[src/pssc_defines.vh]
`ifndef PSSC_DEFINES_VH
`define PSSC_DEFINES_VH

// Station map geometry
`define PSSC_MAP_W          128
`define PSSC_LAST_NODE      126
`define PSSC_SIG_W          16
`define PSSC_CTRL_BYTE_W    8

// Reset values
`define PSSC_ENABLE_RST     128'h0
`define PSSC_SIG_RST        16'h0000

// Data exchange watchdog: one tick period, a station that misses three ticks drops out
`define PSSC_CLK_MHZ        100
`define PSSC_DX_TICK_US     1000
`define PSSC_DX_TICK_CYC    (`PSSC_DX_TICK_US * `PSSC_CLK_MHZ)
`define PSSC_TICK_CNT_W     17
`define PSSC_AGE_W          2
`define PSSC_AGE_LIMIT      2'h2

`endif

[src/pssc_station_cell.v]
`timescale 1ns/1ps
`default_nettype none
`include "pssc_defines.vh"

module pssc_station_cell (
  input  wire sys_clk,
  input  wire rst_n,
  input  wire station_active,
  input  wire dx_tick,
  input  wire dx_cycle,
  input  wire alarm_raise,
  input  wire alarm_unload,
  input  wire diag_raise,
  input  wire diag_unload,
  output reg  live_r,
  output reg  exchange_r,
  output reg  alarm_r,
  output reg  diag_r
);

  reg [`PSSC_AGE_W-1:0] age_r;

  // ==========================================================
  // Per-station state
  always @(posedge sys_clk or negedge rst_n) begin
    if (!rst_n) begin
      live_r     <= 1'b0;
      exchange_r <= 1'b0;
      alarm_r    <= 1'b0;
      diag_r     <= 1'b0;
      age_r      <= {`PSSC_AGE_W{1'b0}};
    end else if (!station_active) begin
      live_r     <= 1'b0;
      exchange_r <= 1'b0;
      alarm_r    <= 1'b0;
      diag_r     <= 1'b0;
      age_r      <= {`PSSC_AGE_W{1'b0}};
    end else begin
      live_r <= 1'b1;
      if (dx_cycle) begin
        exchange_r <= 1'b1;
        age_r      <= {`PSSC_AGE_W{1'b0}};
      end else if (dx_tick) begin
        if (age_r == `PSSC_AGE_LIMIT)
          exchange_r <= 1'b0;
        else
          age_r <= age_r + 2'h1;
      end
      // Raise wins over an unload in the same cycle
      if (alarm_raise)
        alarm_r <= 1'b1;
      else if (alarm_unload)
        alarm_r <= 1'b0;
      if (diag_raise)
        diag_r <= 1'b1;
      else if (diag_unload)
        diag_r <= 1'b0;
    end
  end

endmodule // pssc_station_cell
`default_nettype wire

[src/pssc_top.v]
// Function
// Slave-mode flag reads 1 while emulating slave stations, else 0.
// Signature of the configuration being executed is readable by host.
// Live bitmap bit per node 0..126, 1 when node is online.
// Exchange bitmap bit is 1 only while node online and exchanging cyclic data.
// Alarm-waiting bit is 1 while node holds an alarm not yet unloaded.
// Diagnostics-waiting bit is 1 while node holds diagnostics not yet unloaded.
// Host writes enable bitmap; exchange only for configured and enabled nodes.
// Host sets the enable bit for each configured station meant to run.
// Once enabled, station becomes present and answers the DP master.
// Master-control byte is ignored in slave operation.
// Error flag is 1 when any active station is offline or not exchanging.
// Positions above node 126 read 0; enable writes there have no effect.
`timescale 1ns/1ps
`default_nettype none
`include "pssc_defines.vh"

module pssc_top #(
  parameter integer DX_TICK_CYC = `PSSC_DX_TICK_CYC
) (
  input  wire                          sys_clk,
  input  wire                          rst_n,
  input  wire                          ctrl_wr,
  input  wire [`PSSC_CTRL_BYTE_W-1:0]  master_control_byte,
  input  wire [`PSSC_CTRL_BYTE_W-1:0]  redundancy_control_byte,
  input  wire [`PSSC_MAP_W-1:0]        station_enable_wdata,
  input  wire                          cfg_slave_mode,
  input  wire [`PSSC_SIG_W-1:0]        cfg_signature,
  input  wire [`PSSC_MAP_W-1:0]        cfg_station_configured,
  input  wire [`PSSC_MAP_W-1:0]        fb_dx_cycle,
  input  wire [`PSSC_MAP_W-1:0]        fb_alarm_raise,
  input  wire [`PSSC_MAP_W-1:0]        fb_alarm_unload,
  input  wire [`PSSC_MAP_W-1:0]        fb_diag_raise,
  input  wire [`PSSC_MAP_W-1:0]        fb_diag_unload,
  output reg  [`PSSC_MAP_W-1:0]        station_enable_bitmap,
  output reg  [`PSSC_MAP_W-1:0]        station_present_bitmap,
  output reg                           emulated_slave_flag,
  output reg  [`PSSC_SIG_W-1:0]        config_signature,
  output wire [`PSSC_MAP_W-1:0]        live_station_bitmap,
  output wire [`PSSC_MAP_W-1:0]        exchange_active_bitmap,
  output wire [`PSSC_MAP_W-1:0]        alarm_waiting_bitmap,
  output wire [`PSSC_MAP_W-1:0]        diag_waiting_bitmap,
  output reg                           station_comm_error_flag
);

  // Mask of valid node positions 0..126
  localparam [`PSSC_MAP_W-1:0] NODE_MASK = {1'b0, {(`PSSC_MAP_W-1){1'b1}}};

  reg  [`PSSC_TICK_CNT_W-1:0] tick_cnt_r;
  reg                         dx_tick_r;
  wire [`PSSC_MAP_W-1:0]      active_nxt;
  wire [`PSSC_MAP_W-1:0]      problem_nxt;

  // ==========================================================
  // Host control structure
  // The master-control and redundancy bytes are accepted with the structure
  // and deliberately not acted upon while emulating slaves.  //
  always @(posedge sys_clk or negedge rst_n) begin
    if (!rst_n)
      station_enable_bitmap <= `PSSC_ENABLE_RST;
    else if (ctrl_wr)
      station_enable_bitmap <= station_enable_wdata & NODE_MASK;  // see R07
  end

  // ==========================================================
  // Configuration status
  always @(posedge sys_clk or negedge rst_n) begin
    if (!rst_n) begin
      emulated_slave_flag <= 1'b0;
      config_signature    <= `PSSC_SIG_RST;
    end else begin
      emulated_slave_flag <= cfg_slave_mode;
      config_signature    <= cfg_signature;
    end
  end

  // ==========================================================
  // Station presence towards the fieldbus engine
  assign active_nxt = {`PSSC_MAP_W{cfg_slave_mode}} & cfg_station_configured
                      & station_enable_bitmap & NODE_MASK;  // see R07

  always @(posedge sys_clk or negedge rst_n) begin
    if (!rst_n)
      station_present_bitmap <= {`PSSC_MAP_W{1'b0}};
    else
      station_present_bitmap <= active_nxt;
  end

  // ==========================================================
  // Data exchange watchdog tick
  always @(posedge sys_clk or negedge rst_n) begin
    if (!rst_n) begin
      tick_cnt_r <= {`PSSC_TICK_CNT_W{1'b0}};
      dx_tick_r  <= 1'b0;
    end else if (tick_cnt_r == DX_TICK_CYC[`PSSC_TICK_CNT_W-1:0] - 17'h1) begin
      tick_cnt_r <= {`PSSC_TICK_CNT_W{1'b0}};
      dx_tick_r  <= 1'b1;
    end else begin
      tick_cnt_r <= tick_cnt_r + 17'h1;
      dx_tick_r  <= 1'b0;
    end
  end

  // ==========================================================
  // Per-station status cells
  genvar g;
  generate
    for (g = 0; g <= `PSSC_LAST_NODE; g = g + 1) begin : g_node
      pssc_station_cell u_cell (
        .sys_clk        (sys_clk),
        .rst_n          (rst_n),
        .station_active (station_present_bitmap[g]),
        .dx_tick        (dx_tick_r),
        .dx_cycle       (fb_dx_cycle[g]),
        .alarm_raise    (fb_alarm_raise[g]),
        .alarm_unload   (fb_alarm_unload[g]),
        .diag_raise     (fb_diag_raise[g]),
        .diag_unload    (fb_diag_unload[g]),
        .live_r         (live_station_bitmap[g]),
        .exchange_r     (exchange_active_bitmap[g]),
        .alarm_r        (alarm_waiting_bitmap[g]),
        .diag_r         (diag_waiting_bitmap[g])
      );
    end
  endgenerate

  // Position 127 has no station behind it
  assign live_station_bitmap[`PSSC_MAP_W-1]    = 1'b0;
  assign exchange_active_bitmap[`PSSC_MAP_W-1] = 1'b0;
  assign alarm_waiting_bitmap[`PSSC_MAP_W-1]   = 1'b0;
  assign diag_waiting_bitmap[`PSSC_MAP_W-1]    = 1'b0;

  // ==========================================================
  // Summary error flag
  assign problem_nxt = station_present_bitmap
                       & ~(live_station_bitmap & exchange_active_bitmap);

  always @(posedge sys_clk or negedge rst_n) begin
    if (!rst_n)
      station_comm_error_flag <= 1'b0;
    else
      station_comm_error_flag <= |problem_nxt;
  end

endmodule // pssc_top
`default_nettype wire

[config.mk]
export PLATFORM = sky130hd
export DESIGN_NAME = pssc_top
export DESIGN_NICKNAME = d
export VERILOG_FILES = /design/src/pssc_station_cell.v /design/src/pssc_top.v
export VERILOG_INCLUDE_DIRS = /design/src
export SDC_FILE = /design/constraint.sdc
export NUM_CORES = 2
export LEC_CHECK = 0
export BUFFER_PORTS_ARGS = -buffer_cell sky130_fd_sc_hd__buf_2
export CORE_AREA = 2 2 662 664
export DETAILED_ROUTE_END_ITERATION = 8
export DIE_AREA = 0 0 664 666
export PLACE_DENSITY = 0.3
export RECOVER_POWER = 100
export SKIP_CTS_REPAIR_TIMING = 1
export SYNTH_ARGS = -nofsm -noshare
export SYNTH_HDL_FRONTEND = slang
export SYNTH_SLANG_ARGS = --single-unit
[constraint.sdc]
create_clock -name sys_clk -period 1.98 [get_ports sys_clk]
set_input_delay 0.099 -clock sys_clk [delete_from_list [all_inputs] [get_ports sys_clk]]
set_output_delay 0.099 -clock sys_clk [all_outputs]
set_load 0.02 [all_outputs]
# After elaboration in Yosys (flattened, before gate mapping)

Cells that the tools add are included.

Bits of input ports: 932
Logic and storage cells: 3700
Register bits after elaboration: 1052

Reductions and logical operators: 255
Multiplexer cells: 1907
Bitwise operators: 5
Add/subtract/negate cells: 128
Eq/ne operators: 763

Operators by type and width:

| operator              | count |
|---|---|
| $mux 1                | 1398 |
| $ne 3x3->1 const B    | 381 |
| $mux 2                | 508 |
| $ne 3x2->1 const B    | 254 |
| $reduce_and 2->1      | 254 |
| $and 127x127->127     | 3 |
| $add 2x1->2 const B   | 127 |
| $eq 2x2->1 const B    | 127 |
| $and 127x128->128     | 1 |
| $not 127->128         | 1 |
| $reduce_or 128->1     | 1 |
| $add 17x1->17 const B | 1 |
| $eq 17x17->1 const B  | 1 |
| $mux 17               | 1 |

# Logic depth before layout (Yosys ltp)

Word-level depth: 5
Gate-level depth with buffers: 6
Mapped depth without buffers: 6

# Modules after synthesis

From an unflattened synthesis, not the netlist that was laid out.

Cells, all modules: 3767
Area total of the unflattened synthesis: 46198.1 um2

Modules (own cells, without submodules):

| module                                    | cells an instance | instances | area each (um2) |
|---|---|---|---|
| pssc_station_cell at g_node[0].u_cell ... | 23                | 126       | 276.5 |
| pssc_top                                  | 847               | 1         | 11096.9 |
| pssc_station_cell at g_node[83].u_cell    | 22                | 1         | 260.2 |

# Least setup slack after synthesis

Ideal clock, no wire load.

Kind: reg2reg
Start: reg tick_cnt_r[13]
End: reg tick_cnt_r[15]
Arrival: 1.900 ns
Setup slack: -0.046 ns
Path buffers: 0
Period minus slack after synthesis: 2.026 ns
Setup time: 0.125 ns
Cell stages (with the launch flop): 6
Path through: dfrtp_1 or4b_1 or4_1 nor3_4 nand2b_1 mux2i_1

Word-level cells in the longest chain between the ends: 2
Elaborated cells on any way between the ends: 3
Classes of those cells: 1 x add/sub; 1 x eq/ne; 1 x mux

RTL lines:

| item                                                 | line                         | RTL |
|---|---|---|
| start: declaration                                   | pssc_top.v:49                | `` reg [`PSSC_TICK_CNT_W-1:0] tick_cnt_r; `` |
| start signal: assignment                             | pssc_top.v:93                | `` tick_cnt_r <= {`PSSC_TICK_CNT_W{1'b0}}; `` |
| start signal: assignment                             | pssc_top.v:96                | `` tick_cnt_r <= {`PSSC_TICK_CNT_W{1'b0}}; `` |
| start signal: assignment                             | pssc_top.v:99                | `tick_cnt_r <= tick_cnt_r + 17'h1;` |
| $add 17x1->17 / $eq 17x17->1 (equally long branches) | pssc_top.v:99, pssc_top.v:95 |  |
| $mux 17 (*)                                          | pssc_top.v:95                | `` end else if (tick_cnt_r == DX_TICK_CYC[`PSSC_TICK_CNT_W-1:0] - 17'h1) begin `` |

Every way passes the cells marked *; elsewhere a longest branch is shown, timed or not.
A chain may end at the register's enable or synchronous reset.

# Worst setup path in the final report

Start: reg station_present_bitmap[59]
End: out station_present_bitmap[59]

RTL lines:

| item                     | line          | RTL |
|---|---|---|
| start: declaration       | pssc_top.v:36 | `` output reg [`PSSC_MAP_W-1:0] station_present_bitmap, `` |
| start signal: assignment | pssc_top.v:84 | `` station_present_bitmap <= {`PSSC_MAP_W{1'b0}}; `` |
| start signal: assignment | pssc_top.v:86 | `station_present_bitmap <= active_nxt;` |

No word-level cell between the ends.

==> out/metrics.csv <==
metric;value;unit
status;complete, but fails checks;
failing checks;max-capacitance violations, max-slew violations, negative setup slack;
critical path type;register to output port;
Die X-Extent;664;µm
Worst VDD drop;0.547;mV
final worst slack;-125;ps
post-synthesis compound-gate area fraction;7.73;%
internal cell power;42.9;mW
Post-synth top flop;dfrtp_1;
Worst setup SP type;register;
fin crit share;106;%
worst hold start;fb_dx_cycle[122];
DRT Pass-1 Iters;5;
unrepaired setup endpoints after global routing;true;
first-pass GRT wire length;372000;µm
Hold WC Path Type;input port to register;
clk sinks;1052;
clock latency on the worst-skew pair;880;ps
setup TNS;-1330;ps
vias per inst;3.20;
top-count cell post-synth;dfrtp_1;
largest net degree at the start of global routing;83;
htree depth;4;
Synth Area in Adders;3.39;%
Fin Clk Skew;45.5;ps
Final setup viols;35;
critical path data required time;1880;ps
Simple-Gate Fraction of Synth Area;15.8;%
share of cells above drive strength 1;23.7;%
worst hold endpoint;g_node[122].u_cell.exchange_r$_DFFE_PN0P_;
detailed-placement wirelength estimate;244000;µm
worst slew pin tran;1720;ps
Starting Density;10.8;%
Reg power frac;38.6;%
hold depth;4;
Pleak;34.3;nW
post-synthesis xor/xnor area fraction;2.61;%
Gate power share;14.2;%
Slew HR;-14.4;%
synth top area cells;dfrtp_1, buf_4, nor2b_1;
largest family of logic cells by synthesized area;simple AND/OR/NAND/NOR gates;
WHS;51.0;ps
max-cap violations;2;
Tmin final;2110;ps
placed insts;11300;
# IOs;1718;
vias in the first global route;38800;
routed vias;41400;
Worst Setup End Kind;output port;
largest area contributor in the netlist;dfrtp_1;
synthesized cell area;0.0472;mm²
Ys Warns;0;
RD Place Congestion;0.869;
fin. max-slew vios;78;
worst r2r src;g_node[19].u_cell.exchange_r$_DFFE_PN0P_;
Tot Pwr;60.4;mW
Clock Path Buffers;4;
R2R depth;7;
synth cell count leaders;dfrtp_1, buf_4, nor2_1;
EDFF count, synth;0;
post-synthesis sequential area ratio;55.7;%
maximum fanout along the worst path;6;
synthesized flop and latch total;1052;
TritonCTS Buffers;155;
Post-route DRC;0;
Cell variety after synth;28;
reg-to-reg endpoint;station_comm_error_flag$_DFF_PN0_;
Clock power frac;47.2;%
top-area cell type share of the netlist area;55.7;%
die height;666;µm
reg2reg setup slack;-110;ps
die area;0.442;mm²
CTS root buf;clkbuf_16;
placeable core area;0.436;mm²
Sw Share;29.0;%
final core occ;17.8;%
Iter 0 DRT Violations;1978;
asr flop ratio synth;100;%
Cell Rows;243;
GR Overflow Total;0;
Routed Wire Length;296000;µm
pwr/cell area;778;mW/mm²
initial antenna violation count;121;
Total GRT Usage;12.6;%
average instance area after synthesis;11.0;µm²
port bufs;1688;
fmax;475;MHz
Worst EP arrival;2010;ps
CTS tree;yes;
post-route insts no fill;13000;
antenna-violating nets left;0;
mux share of post-synthesis cell area;3.05;%
WL/cell;22.8;µm
post-synthesis cell count;4300;
Hold Vio Cnt, Final;0;
fin nets;8118;
NetSw;17.5;mW
Layout Area Growth over Synthesis;64.3;%
clk slew on worst S/H paths;60;ps
worst max-delay path, stage by stage (launching register included):
cell and delay (ps):
dfrtp_1 340, clkbuf_1 510, buf_2 330
through the flow:
stage,area (µm²),setup WS (ps)
after floorplan,47300,8.71
after global placement,60500,-685
after detailed placement,60500,-717
after CTS,65600,-715
after global routing,77600,-260
final,77600,-125
per-layer routing:
layer | GRT usage (%) | vias to the layer above | share of wire, %
li1 | - | 19000 | -
met1 | 14.2 | 20600 | 39
met2 | 22.9 | 1364 | 51
met3 | 4.17 | 387 | 7.2
met4 | 2.78 | 50 | 2.7
met5 | 0 | - | 0.11
worst max path at each step:
stage,cells past startpoint,from,slack [ps],endpoint
after floorplan,5,tick_cnt_r[13]$_DFF_PN0_,9,tick_cnt_r[15]$_DFF_PN0_
after global placement,7,g_node[79].u_cell.exchange_r$_DFFE_PN0P_,-680,station_comm_error_flag$_DFF_PN0_
after detailed placement,7,g_node[79].u_cell.live_r$_DFF_PN0_,-720,station_comm_error_flag$_DFF_PN0_
after CTS,7,g_node[79].u_cell.live_r$_DFF_PN0_,-710,station_comm_error_flag$_DFF_PN0_
after global routing,7,g_node[19].u_cell.exchange_r$_DFFE_PN0P_,-260,station_comm_error_flag$_DFF_PN0_
final,2,station_present_bitmap[59]$_DFF_PN0_,-130,station_present_bitmap[59]
cell usage in the layout (no fill, tap or decap), drive strengths merged, types with 19 or more instances in the layout:
master	count
nand4	19
diode	32
dfrtp	1052
a22oi	62
dlygate4sd3	1314
clkinv	25
o21a	254
inv	136
ha	128
mux2	127
and3	129
buf	1163
nor2	392
nand2b	255
nand2	257
nor2b	383
a21oi	254
clkbuf	1038
xnor2	133
kinds of logic (layout without fill, tap and decap cells):
family	Yosys count	count (layout)
buffers and inverters	825	3688
adder cells (fa/ha/maj)	128	128
multiplexers	128	128
AO/OA/AOI/OAI	571	571
XOR/XNOR	141	141
other	1	38
AND/OR/NAND/NOR	1454	1454
flip-flops	1052	1052
final cells by class:
| type | instances | area [µm²] |
|---|---|---|
| diodes | 32 | 80.1 |
| inverters | 128 | 480 |
| flip-flops and latches | 1052 | 26300 |
| clock inverters | 45 | 546 |
| clock buffers | 222 | 4530 |
| fillers | 49000 | 358000 |
| multi-input cells | 2428 | 15500 |
| repair buffers | 3293 | 23000 |
| well taps | 5757 | 7200 |
registers in the layout, indices dropped and copies added (netlist names), 17 cells and up:
name,count
g_node.u_cell.age_r,254
g_node.u_cell.diag_r,127
g_node.u_cell.live_r,127
tick_cnt_r,17
g_node.u_cell.alarm_r,127
station_enable_bitmap,127
station_present_bitmap,127
g_node.u_cell.exchange_r,127
power by group through the flow:
stage          Sequential [mW]  Combinational, mW  Clock [mW]
4_1_cts                   23.4               7.02        30.0
5_1_grt                   23.4               9.24        30.7
3_3_place_gp              23.7               7.02           0
3_5_place_dp              23.7               6.99           0
6_report                  23.3               8.54        28.5
2_1_floorplan             23.5               2.46           0
No activity file was read; power rests on OpenSTA's default activity.
